`config.mk`:
```
export PLATFORM = sky130hd
export DESIGN_NAME = diag_alert_status_regs
export DESIGN_NICKNAME = d
export VERILOG_FILES = /design/src/logic/diag_alert_pkg.sv /design/src/logic/sticky_alert_bit.sv /design/src/logic/diag_alert_status_regs.sv
export VERILOG_INCLUDE_DIRS = /design/src /design/src/logic
export SDC_FILE = /design/constraint.sdc
export NUM_CORES = 1
export LEC_CHECK = 0
export BUFFER_PORTS_ARGS = -buffer_cell sky130_fd_sc_hd__buf_2
export CORE_AREA = 4 4 69 71
export CTS_CLUSTER_DIAMETER = 100
export DETAILED_ROUTE_END_ITERATION = 8
export DIE_AREA = 0 0 73 75
export PLACE_DENSITY = 0.86
export SETUP_SLACK_MARGIN = 0.3
export SYNTH_ARGS = -nofsm -noshare
export SYNTH_HDL_FRONTEND = slang
export SYNTH_SLANG_ARGS = --single-unit
```
`constraint.sdc`:
```
create_clock -name clk_sys -period 1.75 [get_ports clk_sys]
set_input_delay 0.175 -clock clk_sys [delete_from_list [all_inputs] [get_ports clk_sys]]
set_output_delay 0.175 -clock clk_sys [all_outputs]
set_load 0.05 [all_outputs]
```
`src/logic/diag_alert_consts.svh`:
```
// Offsets, field positions, reset values and codes of the alert status registers
`ifndef DIAG_ALERT_CONSTS_SVH
`define DIAG_ALERT_CONSTS_SVH

`define REG_ADDR_W            8
`define REG_DATA_W            16

`define SELFTEST_ALERT_OFFSET 8'h06
`define ALERT_SUMMARY_OFFSET  8'h07

`define SELFTEST_ALERT_RESET  16'h0000
`define ALERT_SUMMARY_RESET   16'h0000
`define READ_DATA_RESET       16'h0000

`define POS_ZERO_SCALE_FAIL   3
`define POS_FULL_SCALE_FAIL   2
`define POS_CONV_ZS           3
`define POS_CONV_FS           2
`define POS_CMP_ACC_OV        1
`define POS_CMP_ACC_UV        0
`define SELFTEST_ALERT_BITS   4

`define POS_CONV_CELL_OV      15
`define POS_CMP_CELL_OV       14
`define POS_CONV_CELL_UV      13
`define POS_CMP_CELL_UV       12
`define POS_CONV_AUX_OV       11
`define POS_CMP_AUX_OV        10
`define POS_CONV_AUX_UV       9
`define POS_CMP_AUX_UV        8
`define POS_CAL_LSB           0
`define POS_CAL_MSB           4
`define CAL_ALERT_BITS        5
`define SUMMARY_BITS          8

`define CELL_COUNT            14
`define AUX_COUNT             6

`define SCAN_CFG_W            3
`define SCAN_CFG_ACC_A        3'h1
`define SCAN_CFG_ACC_B        3'h2

`endif

```
`src/logic/diag_alert_pkg.sv`:
```
// Types shared by the alert status register logic
package diag_alert_pkg;

  typedef logic [7:0]  reg_addr_t;
  typedef logic [15:0] reg_data_t;
  typedef logic [13:0] cell_vec_t;
  typedef logic [5:0]  aux_vec_t;
  typedef logic [2:0]  scan_cfg_t;
  typedef logic [4:0]  cal_vec_t;

  // Kind of register access decoded in a cycle
  typedef enum logic [1:0]
  {
    ACC_NONE     = 2'b00,
    ACC_SELFTEST = 2'b01,
    ACC_SUMMARY  = 2'b10,
    ACC_UNMAPPED = 2'b11
  } access_kind_t;

  typedef struct packed
  {
    logic flag;
  } sticky_state_t;

  typedef struct packed
  {
    logic [7:0] summary;
    cal_vec_t   cal;
    reg_data_t  rd_data;
    logic       rd_valid;
    logic       wr_refused;
  } diag_state_t;

endpackage

```
`src/logic/sticky_alert_bit.sv`:
```
// One sticky alert flag: hardware sets it, a written zero clears it
`timescale 1ns/100ps
`include "diag_alert_consts.svh"

module sticky_alert_bit
(
  input  wire logic clk_sys,    // System clock
  input  wire logic reset,      // Synchronous reset, active high
  input  wire logic set_pulse,  // Failure reported this cycle
  input  wire logic clear_req,  // Software wrote zero to this bit
  output logic      flag        // Held alert value
);
  import diag_alert_pkg::*;

  sticky_state_t state;
  sticky_state_t next_state;

  always_comb
  begin
    next_state = state;
    // A failure in the clearing cycle keeps the bit set
    next_state.flag = (state.flag & ~clear_req) | set_pulse;
    if (reset)
    begin
      next_state.flag = 1'b0;
    end
  end

  always_ff @(posedge clk_sys)
  begin
    state <= next_state;
  end

  assign flag = state.flag;

endmodule // sticky_alert_bit

```
`src/logic/diag_alert_status_regs.sv`:
```
// Self-test and accuracy alert bits and the alert-summary breakout register
`timescale 1ns/100ps
`include "diag_alert_consts.svh"

// Overview of operation
// - Zero-scale self-test failure sets alert bit 3
// - Full-scale self-test failure sets alert bit 2
// - Self-tests update only while enable is set
// - Four alert bits sticky, cleared by writing 0
// - Writing 1 leaves these alert bits unchanged
// - Accuracy overvoltage failure sets alert bit 1
// - Accuracy undervoltage failure sets alert bit 0
// - Accuracy diagnostics need scan 001/010 and enable
// - Read-only alert summary at offset 0x07
// - Summary pairs in bits 15-8, calibration 4-0
// - Bit 15 ORs cell converter OV alerts, held to next acquisition
module diag_alert_status_regs
(
  input  wire logic                      clk_sys,        // System clock, 10 MHz
  input  wire logic                      reset,          // Synchronous reset, active high
  // Register port from the serial host link
  input  wire diag_alert_pkg::reg_addr_t reg_addr,       // Register offset
  input  wire logic                      reg_wr,         // Write strobe, one cycle
  input  wire diag_alert_pkg::reg_data_t reg_wdata,      // Write data
  input  wire logic                      reg_rd,         // Read strobe, one cycle
  output diag_alert_pkg::reg_data_t      reg_rdata,      // Read data, registered
  output logic                           reg_rvalid,     // Read data valid, one cycle
  output logic                           reg_wr_refused, // Write to read-only or unmapped
  // Control bits held elsewhere in the device
  input  wire logic                      conv_selftest_enable,       // Self-test enable
  input  wire diag_alert_pkg::scan_cfg_t scan_configuration_field,   // Scan configuration
  input  wire logic                      comparator_accuracy_enable, // Accuracy diag enable
  // Results from the acquisition engines
  input  wire logic                      acq_done,       // Acquisition finished, one cycle
  input  wire logic                      zs_selftest_fail, // Zero-scale self-test failed
  input  wire logic                      fs_selftest_fail, // Full-scale self-test failed
  input  wire logic                      seq_end,        // End of sequence, one cycle
  input  wire logic                      acc_over_fail,  // Accuracy OV diagnostic failed
  input  wire logic                      acc_under_fail, // Accuracy UV diagnostic failed
  input  wire diag_alert_pkg::cell_vec_t per_cell_conv_over_alerts, // Cell converter OV
  input  wire diag_alert_pkg::cell_vec_t per_cell_cmp_over_alerts,  // Cell comparator OV
  input  wire diag_alert_pkg::cell_vec_t per_cell_conv_under_alerts, // Cell converter UV
  input  wire diag_alert_pkg::cell_vec_t per_cell_cmp_under_alerts, // Cell comparator UV
  input  wire diag_alert_pkg::aux_vec_t  aux_conv_over_alerts,  // Aux converter OV
  input  wire diag_alert_pkg::aux_vec_t  aux_cmp_over_alerts,   // Aux comparator OV
  input  wire diag_alert_pkg::aux_vec_t  aux_conv_under_alerts, // Aux converter UV
  input  wire diag_alert_pkg::aux_vec_t  aux_cmp_under_alerts,  // Aux comparator UV
  input  wire diag_alert_pkg::cal_vec_t  cal_alerts,     // Five calibration alerts
  // Register contents for the status logic
  output logic [3:0]                     selftest_alerts, // Sticky alert bits 3..0
  output diag_alert_pkg::reg_data_t      alert_summary_breakout // Summary register
);
  import diag_alert_pkg::*;

  diag_state_t  state;
  diag_state_t  next_state;
  access_kind_t wr_kind;
  access_kind_t rd_kind;

  logic [3:0]   alert_set;
  logic [3:0]   alert_clear;
  logic [3:0]   alert_flags;
  logic         selftest_run;
  logic         accuracy_run;
  logic         scan_cfg_ok;
  logic [7:0]   summary_now;
  reg_data_t    summary_word;
  reg_data_t    selftest_word;

  // Address decode of the host link access
  function automatic access_kind_t decode(input logic strobe, input reg_addr_t addr);
    access_kind_t kind;
    kind = ACC_NONE;
    if (strobe)
    begin
      if (addr == `SELFTEST_ALERT_OFFSET)
      begin
        kind = ACC_SELFTEST;
      end
      else if (addr == `ALERT_SUMMARY_OFFSET)
      begin
        kind = ACC_SUMMARY;
      end
      else
      begin
        kind = ACC_UNMAPPED;
      end
    end
    return kind;
  endfunction

  assign wr_kind = decode(reg_wr, reg_addr);
  assign rd_kind = decode(reg_rd, reg_addr);

  // Self-test results are taken at the end of an enabled acquisition
  assign selftest_run = acq_done & conv_selftest_enable;

  // Accuracy diagnostics only count in the two scan modes that run them
  assign scan_cfg_ok  = (scan_configuration_field == `SCAN_CFG_ACC_A)
                      | (scan_configuration_field == `SCAN_CFG_ACC_B);
  assign accuracy_run = seq_end & scan_cfg_ok & comparator_accuracy_enable;

  always_comb
  begin
    alert_set = 4'h0;
    alert_set[`POS_CONV_ZS]    = selftest_run & zs_selftest_fail;
    alert_set[`POS_CONV_FS]    = selftest_run & fs_selftest_fail;
    alert_set[`POS_CMP_ACC_OV] = accuracy_run & acc_over_fail;
    alert_set[`POS_CMP_ACC_UV] = accuracy_run & acc_under_fail;
  end

  // Only a written zero clears; a written one is ignored
  always_comb
  begin
    alert_clear = 4'h0;
    if (wr_kind == ACC_SELFTEST)
    begin
      alert_clear = ~reg_wdata[3:0];
    end
  end

  genvar gi;
  generate
    for (gi = 0; gi < `SELFTEST_ALERT_BITS; gi++)
    begin : g_alert
      sticky_alert_bit u_bit
      (
        .clk_sys   (clk_sys),
        .reset     (reset),
        .set_pulse (alert_set[gi]),
        .clear_req (alert_clear[gi]),
        .flag      (alert_flags[gi])
      );
    end
  endgenerate

  // Present value of each summary pair, before acquisition holding
  always_comb
  begin
    summary_now = 8'h00;
    summary_now[`POS_CONV_CELL_OV - `SUMMARY_BITS] = |per_cell_conv_over_alerts;
    summary_now[`POS_CMP_CELL_OV - `SUMMARY_BITS]  = |per_cell_cmp_over_alerts;
    summary_now[`POS_CONV_CELL_UV - `SUMMARY_BITS] = |per_cell_conv_under_alerts;
    summary_now[`POS_CMP_CELL_UV - `SUMMARY_BITS]  = |per_cell_cmp_under_alerts;
    summary_now[`POS_CONV_AUX_OV - `SUMMARY_BITS]  = |aux_conv_over_alerts;
    summary_now[`POS_CMP_AUX_OV - `SUMMARY_BITS]   = |aux_cmp_over_alerts;
    summary_now[`POS_CONV_AUX_UV - `SUMMARY_BITS]  = |aux_conv_under_alerts;
    summary_now[`POS_CMP_AUX_UV - `SUMMARY_BITS]   = |aux_cmp_under_alerts;
  end

  always_comb
  begin
    summary_word = `ALERT_SUMMARY_RESET;
    summary_word[15:8] = state.summary;
    summary_word[`POS_CAL_MSB:`POS_CAL_LSB] = state.cal;
  end

  always_comb
  begin
    selftest_word = `SELFTEST_ALERT_RESET;
    selftest_word[3:0] = alert_flags;
  end

  always_comb
  begin
    next_state = state;

    // A set bit stays until an acquisition sees all its conditions gone
    if (acq_done)
    begin
      next_state.summary = summary_now;
    end
    else
    begin
      next_state.summary = state.summary | summary_now;
    end
    next_state.cal = cal_alerts;

    // Read data is captured at the strobe and shown for one cycle
    next_state.rd_valid = reg_rd;
    next_state.rd_data  = `READ_DATA_RESET;
    case (rd_kind)
      ACC_SELFTEST:
      begin
        next_state.rd_data = selftest_word;
      end
      ACC_SUMMARY:
      begin
        next_state.rd_data = summary_word;
      end
      ACC_UNMAPPED:
      begin
        next_state.rd_data = `READ_DATA_RESET;
      end
      default:
      begin
        next_state.rd_data = `READ_DATA_RESET;
      end
    endcase

    // Summary writes have no effect; flag the refusal for one cycle
    case (wr_kind)
      ACC_SUMMARY:
      begin
        next_state.wr_refused = 1'b1;
      end
      ACC_UNMAPPED:
      begin
        next_state.wr_refused = 1'b1;
      end
      default:
      begin
        next_state.wr_refused = 1'b0;
      end
    endcase

    if (reset)
    begin
      next_state.summary    = 8'h00;
      next_state.cal        = 5'h00;
      next_state.rd_data    = `READ_DATA_RESET;
      next_state.rd_valid   = 1'b0;
      next_state.wr_refused = 1'b0;
    end
  end

  always_ff @(posedge clk_sys)
  begin
    state <= next_state;
  end

  assign reg_rdata              = state.rd_data;
  assign reg_rvalid             = state.rd_valid;
  assign reg_wr_refused         = state.wr_refused;
  assign selftest_alerts        = alert_flags;
  assign alert_summary_breakout = summary_word;

endmodule // diag_alert_status_regs

```
## After elaboration in Yosys (flattened, before gate mapping)

Cells that the tools add are included.

- Eq/ne operators: 9
- Reductions and logical operators: 9
- Mux-type cells: 8
- Bitwise logic cells: 22

Operator list:

| operator | count |
|---|---|
| $reduce_or A14 Y1 | 4 |
| $pmux W16 S2 | 1 |
| $reduce_or A6 Y1 | 4 |
| $eq A8 B3 Y1 const B | 2 |
| $and A1 B1 Y1 | 11 |
| $mux W8 | 1 |
| $or A8 B8 Y8 | 1 |
| $eq A2 B2 Y1 const B | 3 |
| $mux W2 | 3 |
| $or A1 B1 Y1 | 5 |
| $eq A2 B1 Y1 const B | 2 |
| $mux W4 | 1 |
| $not A1 Y1 | 4 |
| $not A4 Y4 | 1 |
| $eq A3 B1 Y1 const B | 1 |
| $eq A3 B2 Y1 const B | 1 |
| $mux W1 | 2 |
| $reduce_or A2 Y1 | 1 |

- Input port bits: 124
- Output and inout port bits: 38
- Register bits after elaboration: 35

## Logic depth before layout (Yosys ltp)

Gate-level depths: netlist of the first run.

- Word-level depth: 9
- Depth in mapped cells: 4

## Cells and area by module

Synthesis of the first run repeated with hierarchy kept, for this count alone.

- Cells, all modules: 129
- Area, all modules: 1285.0 µm²

Modules (own cells, without submodules):

| module | area each (µm²) | instances | cells an instance |
|---|---|---|---|
| diag_alert_status_regs | 1129.8 | 1 | 113 |
| sticky_alert_bit | 38.8 | 4 | 4 |

## Worst setup path before layout of the first run

No wires, ideal clock.

- Kind: input -> register
- Start: in reg_addr[0]
- End: reg g_alert[2].u_bit.state
- Library setup time: 0.132 ns
- Stages on the path: 4
- Slack: 0.385 ns
- Data arrival time: 1.233 ns
- Cells stage by stage: clkbuf_1 > or4bb_1 > o41ai_1 > a21oi_1

- Word-level cells in the longest chain between the ends: 9

Ends and longest elaborated chain:

| item | line | RTL |
|---|---|---|
| start: declaration | diag_alert_status_regs.sv:22 | `input wire diag_alert_pkg::reg_addr_t reg_addr,` |
| $eq A8 B3 Y1 (no line) | -- |  |
| $mux W1 | diag_alert_status_regs.sv:80 | `` else if (addr == `ALERT_SUMMARY_OFFSET) `` |
| $mux W2 * | diag_alert_status_regs.sv:76 | `` if (addr == `SELFTEST_ALERT_OFFSET) `` |
| $mux W2 * | diag_alert_status_regs.sv:74 | `if (strobe)` |
| $eq A2 B1 Y1 * | diag_alert_status_regs.sv:116 | `if (wr_kind == ACC_SELFTEST)` |
| $mux W4 * | diag_alert_status_regs.sv:116 |  |
| $not A1 Y1 * | sticky_alert_bit.sv:22 | `next_state.flag = (state.flag & ~clear_req) \| set_pulse;` |
| $and A1 B1 Y1 * | sticky_alert_bit.sv:22 |  |
| $or A1 B1 Y1 * | sticky_alert_bit.sv:22 |  |
| end signal: assignment | sticky_alert_bit.sv:31 | `state <= next_state;` |
| end: declaration | sticky_alert_bit.sv:15 | `sticky_state_t state;` |

Mark *: on every way between the ends. The rest lies on a longest branch, timed or not.
A chain may end at the register's enable or synchronous reset.

## Worst setup path after layout of the first run

- Start: in reg_addr[5]
- End: reg state, in the netlist reg_rdata[13]

- Word-level cells in the longest chain between the ends: 6

Ends and longest elaborated chain:

| item | line | RTL |
|---|---|---|
| $eq A8 B3 Y1 (no line) | -- |  |
| $mux W1 | diag_alert_status_regs.sv:80 |  |
| $mux W2 * | diag_alert_status_regs.sv:76 |  |
| $mux W2 * | diag_alert_status_regs.sv:74 |  |
| $eq A2 B2 Y1 / $eq A2 B1 Y1 (equally long branches) | diag_alert_status_regs.sv:182 | `case (rd_kind)` |
| $pmux W16 S2 * | diag_alert_status_regs.sv:182 |  |
| end signal: assignment | diag_alert_status_regs.sv:229 | `state <= next_state;` |
| end: declaration | diag_alert_status_regs.sv:55 | `diag_state_t state;` |

Marked as above.

==> flow_summary.toml, run 1 <==
[clock_network]
htree_levels = 2
clock_path_buffers = 2
clk_latency_ps = 280
cts_tree = "done"
cts_buffers = 5
post_cts_buffers = 0
cts_sinks = 32
cts.clk_slew.worst_paths_ps = 70
cts_resized = 0
cts_hold_buf = 0
cts-root-buf = "clkbuf_8"

[synthesis]
synthCells = 128
synth_cell_types = 29
yosysMostFrequentCell = "dfxtp_1"
synthFlopType = "dfxtp_1"
syn_area_per_cell_sq_um = 10.1
yosys_register_bits = 32
synth.top_cell.area_share_pct = 49.6
synthTopCellsByArea = "dfxtp_1 50%, nor4_1 6.8%, buf_4 5.8%"
ys_async_sr_fraction_pct = 0
synth-edff-count = 0
synth_common_cells = "32 x dfxtp_1, 14 x nor4_1, 10 x buf_4"
yosys.area.top_type = "dfxtp_1"
yosysWarnings = 0
syn_area_sq_um = 1290
ys_seq_area_share_pct = 49.6

[placement]
hpwlAfterDp_um = 3800
portBuffers = 143
gp_congestion = 0.858
dp.cells = 316

[worst_setup_path]
critPathSlowestCell = "or4_4"
cp_slowest_stage_delay_ps = 590
start_kind = "input pin"
critPathRequiredTime_ps = 1970
crit_family = "simple AND/OR/NAND/NOR gates"
cp_cell_sequence = "buf_2 -> or4_4 -> nor4_4 -> buf_4 -> and2_1"
cp_num_buf_inv = 2
critPathArrivalTime_ps = 1410
crit_fanout = 9
crit_path_end_kind = "flop"
path_class = "in -> reg"

[drt]
routed_via_density = 4.61
dr.first_iter.drc_count = 38
wl_per_cell_um = 13.4
route.antenna.remaining_nets = 0
drt-total-wl_um = 4340
dr.pass1.iters = 4
drc = 0
vias = 1495

[cells_and_area]
syn_to_final_growth_pct = 64.1
fin_cells = 324
fill_cells = 395
num_antenna_cells = 0
drive_gt1_share_pct = 57.4
nNetsFinal = 395

[timing]
max_freq_ghz = 0.842
final-hold-violation-count = 0
finalSetupViolCount = 0
clock-skew-final_ps = 4.22
finalSetupTns_ps = 0
period_minus_slack_ps = 1190
fin_crit_sh_pct = 67.9
rsz0062_at_grt = "false"
slew_violations = 0

[global_route]
grt_max_degree = 12
grt_pass1_vias = 1360
grtUsageTotal_pct = 14.4
grt.overflow.total = 0
antenna_found_initial = 0
grt_first_pass_wirelength_um = 6040

[floorplanning]
io-pin-count = 162
die_area_sq_um = 5480
coreArea_sq_um = 4230
initial_core_util_pct = 30.5
rows = 24
die_w_um = 73
die_h_um = 75

[pwr]
intPower_mw = 1.30
switching_share_pct = 26.3
p_leak_nw = 1.09
clkPwrFrac_pct = 38.9
vdd_drop_max_mv = 0.360
p_per_area_nw_per_um2 = 832
netSwitchingPower_mw = 0.464
power_frac_seq_pct = 43.4
pwr-share-comb_pct = 17.8

[worst_hold_path]
hp-class = "in -> reg"

[run]
drv_cap = 0

[outcome]
status = "finished clean"
## power groups by stage
stage / clock network [mW] / registers [mW] / logic (mW)
CTS: 0.712 / 0.765 / 0.315
global route: 0.755 / 0.768 / 0.336
detailed placement: 0 / 0.782 / 0.314
floorplan: 0 / 0.845 / 0.107
finish: 0.686 / 0.765 / 0.313
global placement: 0 / 0.781 / 0.309
## sequential cells by signal, indices dropped and copies added (netlist names)
signal                  flops
alert_summary_breakout     13
reg_rdata                  13
g_alert.u_bit.flag          4
reg_rvalid                  1
reg_wr_refused              1
## placed cells by master (no fill, tap or decap), drive strengths merged
master    count
and2          9
nor2          5
nand2b        2
nor2b         6
buf         145
clkinvlp      1
xor2          1
or4bb         1
bufinv        1
nor4         15
or4           5
a21oi         6
o21ai         2
inv           3
a31oi         4
nand4b        1
a211oi        4
nand3         4
or3           1
a2111oi       4
nor4bb        1
clkbuf        5
conb          6
clkinv        1
mux2i         4
o41ai         2
nor3          1
dfxtp        32
## per-stage QoR
stage | hold slack [ps] | setup slack, ps | power, mW | util, % | area, sq um
final | 106 | 562 | 1.76 | 50.1 | 2120
after global routing | 104 | 384 | 1.86 | 50.1 | 2120
after CTS | 96.8 | 556 | 1.79 | 50.1 | 2120
after detailed placement | 388 | 255 | 1.10 | 47.4 | 2010
after global placement | 388 | 291 | 1.09 | 47.4 | 2010
after floorplan | 303 | 385 | 0.952 | - | 1310
## area by class of cell
| type | count | area [sq um] | share of cell area [%] |
|---|---|---|---|
| repair buffers | 145 | 731 | 34.5 |
| flip-flops and latches | 32 | 641 | 30.2 |
| multi-input cells | 84 | 561 | 26.4 |
| clock buffers | 5 | 68.8 | 3.25 |
| well taps | 52 | 65.1 | 3.07 |
| clock inverters | 3 | 42.5 | 2.01 |
| inverters | 3 | 11.3 | 0.531 |
## metal layers
| metal | wire (um) | GRT usage (%) |
|---|---|---|
| met5 | 0 | 0 |
| met4 | 88 | 7.17 |
| met3 | 313 | 2.94 |
| met2 | 2380 | 25.2 |
| met1 | 1560 | 16.8 |
## worst reg2reg max path, delay by kind of cell (launching register included)
kind           cells  cell delay, ps
AO/OA/AOI/OAI      2             570
flip-flops         1             320
## kinds of logic (layout without fill, tap and decap cells)
group,count (synthesis),count (layout),share of synthesized area [%]
multiplexers,4,4,3.10
AO/OA/AOI/OAI,22,22,11.4
other,1,6,0.290
XOR/XNOR,1,1,0.678
AND/OR/NAND/NOR,51,51,26.5
flip-flops,32,32,49.6
buffers and inverters,17,156,8.43
## worst paths after layout
path | startpoint | to | slack, ps | cells after the start
max | reg_addr[5] | reg_rdata[13] | 560 | 5
min | cal_alerts[2] | alert_summary_breakout[2] | 110 | 2
min reg2reg | alert_summary_breakout[4] | reg_rdata[4] | 470 | 1
max reg2reg | alert_summary_breakout[12] | alert_summary_breakout[12] | 740 | 2
Power figures use the tool's default switching activity.
==> run 2, diff against run 1 <==
Settings changed: CORE_AREA 4 4 69 71 to 4 4 72 74, DIE_AREA 0 0 73 75 to 0 0 76 78, PLACE_DENSITY 0.86 to 0.83.
Clock period 1.75 ns to 1 ns, I/O delays scaled along.
==> run 2 against run 1 <==
  * The flow now finishes with violations (negative setup slack)
  * Cell area is 35% higher
  * Routed wire length is 20% higher
  * Cell count is 6.5% higher
  * Clock skew is 0.63 ps lower
  * Non-clock buffer count is 19 higher
  * Hold slack worse by 78 ps
  * Critical path type unchanged
  * Largest power group unchanged
  * Highest routed layer unchanged
==> flow_summary.toml, run 2 (synthesis results as in run 1) <==
[outcome]
status = "complete, but fails checks"
violations = "negative setup slack"

[global_route]
antenna_found_initial = 0
grt_max_degree = 18
grt_first_pass_wirelength_um = 7830
grt.overflow.total = 0
grtUsageTotal_pct = 16.3
grt_pass1_vias = 1713

[worst_setup_path]
crit_start = "reg_addr[6]"
r2r_cells = 2
cp_slowest_stage_delay_ps = 590
critPathSlowestCell = "or4_4"
path_class = "in -> reg"
crit_family = "simple AND/OR/NAND/NOR gates"
r2r-start = "alert_summary_breakout[12]"
ff2ff_setup_slack_ps = 120
cp-endpoint = "reg_rdata[2]"
cp_cell_sequence = "buf_6 -> or4_4 -> or3_4 -> nor2_2"
crit_fanout = 6
cp_num_buf_inv = 1
critPathRequiredTime_ps = 1220
r2r_end = "alert_summary_breakout[12]"
crit_path_end_kind = "flop"
start_kind = "input pin"
critPathArrivalTime_ps = 1320
path_depth = 4

[pwr]
p_per_area_nw_per_um2 = 1170
vdd_drop_max_mv = 0.565
p_leak_nw = 1.30

[drt]
drt-total-wl_um = 5200
routed_via_density = 4.72
vias = 1628
dr.pass1.iters = 4
wl_per_cell_um = 15.1
drc = 0
dr.first_iter.drc_count = 38
route.antenna.remaining_nets = 0

[cells_and_area]
drive_gt1_share_pct = 78.4
syn_to_final_growth_pct = 121
nNetsFinal = 414
layout_common_cells = "105 x buf_2, 33 x buf_8, 24 x dfxtp_2, 17 x buf_4, 13 x nor4_1"
fin_util_pct = 62.2
fin_area_sq_um = 2860
final_common_cell = "buf_2"
num_antenna_cells = 0

[clock_network]
clock_path_buffers = 2
cts-root-buf = "clkbuf_8"
cts_sinks = 32
cts.clk_slew.worst_paths_ps = 70
htree_levels = 2
cts_tree = "done"
cts_hold_buf = 0
clk_latency_ps = 280
cts_buffers = 5

[timing]
final-hold-violation-count = 0
finalSetupViolCount = 17
whs_ps = 28.4
fin_crit_sh_pct = 110
clock-skew-final_ps = 3.59
rsz0062_at_grt = "true"
period_minus_slack_ps = 1100
max_freq_ghz = 0.905
slew_violations = 0
finalWorstSetupSlack_ps = -104

[floorplanning]
io-pin-count = 162
die_w_um = 76
coreArea_sq_um = 4600
initial_core_util_pct = 28.1
die_area_sq_um = 5930
rows = 25
die_h_um = 78

[placement]
gp_congestion = 0.731
dp_slack_ps = -437
hpwlAfterDp_um = 3820
portBuffers = 143
place_area_sq_um = 2190

[worst_hold_path]
hp-class = "in -> reg"

[run]
drv_cap = 0
[run 2: changes by cell type in the layout (fill, tap and decap cells not counted), moves of 9 or more]
cell / delta
buf_6: +9
buf_4: +15
dfxtp_2: +24
buf_8: +33
buf_2: -38
dfxtp_1: -32
[run 2: worst reg2reg max path: stages, from the launching register on]
cell and delay (ps):
dfxtp_4 360, a2111oi_4 270, a31oi_1 120
[run 2: routing by layer]
layer  GRT usage (%)  vias to the layer above  routed length (um)
met2            32.4                       80                2920
met3            3.36                        2                 357
met5               0                        -                   0
met4            4.27                        0                  36
met1            16.9                      757                1890
li1                -                      789                   -
[run 2: power by group]
group          leakage (nW)  internal (mW)  switching, mW
Clock                0.0541          0.737          0.491
Sequential            0.276           1.31         0.0424
Combinational         0.970          0.379          0.382
Total                  1.30           2.43          0.915
[run 2: area by class of cell]
class | instances | area (sq um)
Clock buffer | 5 | 68.8
Clock inverter | 3 | 42.5
Fill cell | 334 | 1740
Inverter | 3 | 15.0
Multi-Input combinational cell | 84 | 714
Sequential cell | 32 | 701
Tap cell | 54 | 67.6
Timing Repair Buffer | 164 | 1250
[run 2: worst min path at each step]
stage / startpoint / endpoint / slack (ps) / depth (start not counted)
global route: cal_alerts[3] / alert_summary_breakout[3] / 40 / 2
detailed placement: cal_alerts[2] / alert_summary_breakout[2] / 320 / 2
global placement: cal_alerts[1] / alert_summary_breakout[1] / 310 / 2
CTS: cal_alerts[2] / alert_summary_breakout[2] / 30 / 2
floorplan: cal_alerts[0] / alert_summary_breakout[0] / 230 / 1
finish: cal_alerts[2] / alert_summary_breakout[2] / 30 / 2
[run 2: what timing repair did]
action | in CTS | in global routing
pin swaps | 14 | 4
setup endpoints to repair | 58 | 58
resized for setup | 135 | 7
setup buffers | 12 | 1
cloned | 0 | 0
[run 2: metrics by stage]
step | TNS, ps | instances | total power, mW
floorplan | -4500 | 133 | 1.70
global placement | -6840 | 324 | 1.97
detailed placement | -7340 | 324 | 1.97
CTS | -1240 | 344 | 3.33
global route | -2220 | 345 | 3.46
finish | -1320 | 345 | 3.34
==> run 3, diff against run 2 <==
Settings changed: RECOVER_POWER set to 100.
==> run 3 against run 2 <==
  * Combinational power shrank 8.4%
  * Hold slack gained 0.51 ps
  * Highest routed layer unchanged
  * Cell count is the same
  * Register-to-register slack lost 40 ps
  * Largest power group unchanged
  * First-iteration DRC count grew 7.9%
  * The run still ends with negative setup slack left
  * Total power shrank 2.2%
  * Global-route usage is the same
  * Clock skew grew 0.77 ps
  * Count of clock-buffer cells in the layout is the same
==> flow_summary.toml, run 3 (synthesis results as in run 1) <==
[global_route]
grt_first_pass_wirelength_um = 7830
grt_max_degree = 18
antenna_found_initial = 0
grt_pass1_vias = 1713
grt.overflow.total = 0
grtUsageTotal_pct = 16.3

[floorplanning]
io-pin-count = 162
initial_core_util_pct = 28.1
rows = 25
die_h_um = 78
coreArea_sq_um = 4600
die_w_um = 76
die_area_sq_um = 5930

[timing]
final-hold-violation-count = 0
slew_violations = 0
clock-skew-final_ps = 4.36
period_minus_slack_ps = 1100
whs_ps = 28.9
rsz0062_at_grt = "true"
finalSetupViolCount = 17
fin_crit_sh_pct = 110
max_freq_ghz = 0.905
finalSetupTns_ps = -1370
finalWorstSetupSlack_ps = -105

[worst_hold_path]
hp-class = "in -> reg"

[pwr]
intPower_mw = 2.37
netSwitchingPower_mw = 0.894
p_per_area_nw_per_um2 = 1260
switching_share_pct = 27.4
clkPwrFrac_pct = 37.5
vdd_drop_max_mv = 0.573
power_frac_seq_pct = 41.2
pwr-share-comb_pct = 21.3
p_leak_nw = 1.21

[placement]
hpwlAfterDp_um = 3820
dp_slack_ps = -437
gp_congestion = 0.731
portBuffers = 143

[drt]
vias = 1621
dr.first_iter.drc_count = 41
dr.pass1.iters = 4
routed_via_density = 4.70
drc = 0
route.antenna.remaining_nets = 0
drt-total-wl_um = 5220
wl_per_cell_um = 15.1

[clock_network]
cts_hold_buf = 0
cts_buffers = 5
cts-root-buf = "clkbuf_8"
htree_levels = 2
cts.clk_slew.worst_paths_ps = 70
cts_sinks = 32
clock_path_buffers = 2
clk_latency_ps = 280
cts_tree = "done"

[worst_setup_path]
critPathArrivalTime_ps = 1320
start_kind = "input pin"
path_class = "in -> reg"
crit_path_end_kind = "flop"
critPathRequiredTime_ps = 1220
crit_fanout = 6

[cells_and_area]
final_common_cell = "buf_2"
drive_gt1_share_pct = 76.3
nNetsFinal = 414
layout_common_cells = "104 x buf_2, 27 x dfxtp_2, 24 x clkbuf_4, 20 x buf_4, 13 x nor4_1"
syn_to_final_growth_pct = 101
num_antenna_cells = 0

[run]
drv_cap = 0

[outcome]
status = "complete, but fails checks"
violations = "negative setup slack"
run 3: cell types whose count changed in the layout (fill, tap and decap cells not counted):
cell | previous run | this run
a211oi_1 | 0 | 3
a211oi_2 | 4 | 1
buf_2 | 105 | 104
buf_4 | 17 | 20
buf_6 | 9 | 10
buf_8 | 33 | 2
clkbuf_1 | 0 | 2
clkbuf_2 | 0 | 2
clkbuf_4 | 0 | 24
dfxtp_1 | 0 | 1
dfxtp_2 | 24 | 27
dfxtp_4 | 8 | 4
run 3: what timing repair did:
action                     4_1_cts  5_1_grt
setup endpoints to repair       58       58
gates resized for setup        135        7
setup buffers                   12        1
pin swaps                       14        4
run 3: worst paths after layout:
kind	end	cells past startpoint	from	slack [ps]
worst max register to register	alert_summary_breakout[11]	3	alert_summary_breakout[11]	80
worst min-delay path	alert_summary_breakout[2]	2	cal_alerts[2]	30
worst min register to register	reg_rdata[4]	1	alert_summary_breakout[4]	480
worst max-delay path	reg_rdata[2]	4	reg_addr[6]	-100
run 3: cell type report:
| class | instances | area, sq um |
|---|---|---|
| multi-input combinational | 84 | 699 |
| clock buffer | 5 | 68.8 |
| tap | 54 | 67.6 |
| sequential | 32 | 689 |
| inverter | 3 | 15.0 |
| fill | 394 | 2000 |
| clock inverter | 3 | 42.5 |
| timing repair buffer | 164 | 1010 |
run 3: through the flow:
step | instances | instance area [sq um] | util (%) | power [mW]
after floorplan | 133 | 1460 | - | 1.70
after detailed placement | 324 | 2190 | 47.7 | 1.97
after global routing | 345 | 2590 | 56.4 | 3.39
after CTS | 344 | 2820 | 61.4 | 3.33
final | 345 | 2590 | 56.4 | 3.27
after global placement | 324 | 2190 | 47.7 | 1.97
run 3: power groups by stage:
stage / clock network [mW] / registers [mW] / logic [mW]
2_1_floorplan: 0 / 1.49 / 0.212
5_1_grt: 1.30 / 1.35 / 0.745
3_5_place_dp: 0 / 1.37 / 0.602
6_report: 1.23 / 1.34 / 0.697
3_3_place_gp: 0 / 1.37 / 0.594
4_1_cts: 1.24 / 1.35 / 0.746
run 3: critical path, stage by stage:
cell and delay [ps]:
buf_6 90, or4_4 590, or3_4 430, nor2_2 110
run 3: metal layers:
layer	GRT usage, %	part of all wire (%)	vias to the layer above
li1	-	-	788
met1	16.9	38	750
met2	32.4	55	81
met3	3.36	6.1	2
met4	4.27	0.69	0
met5	0	0	-
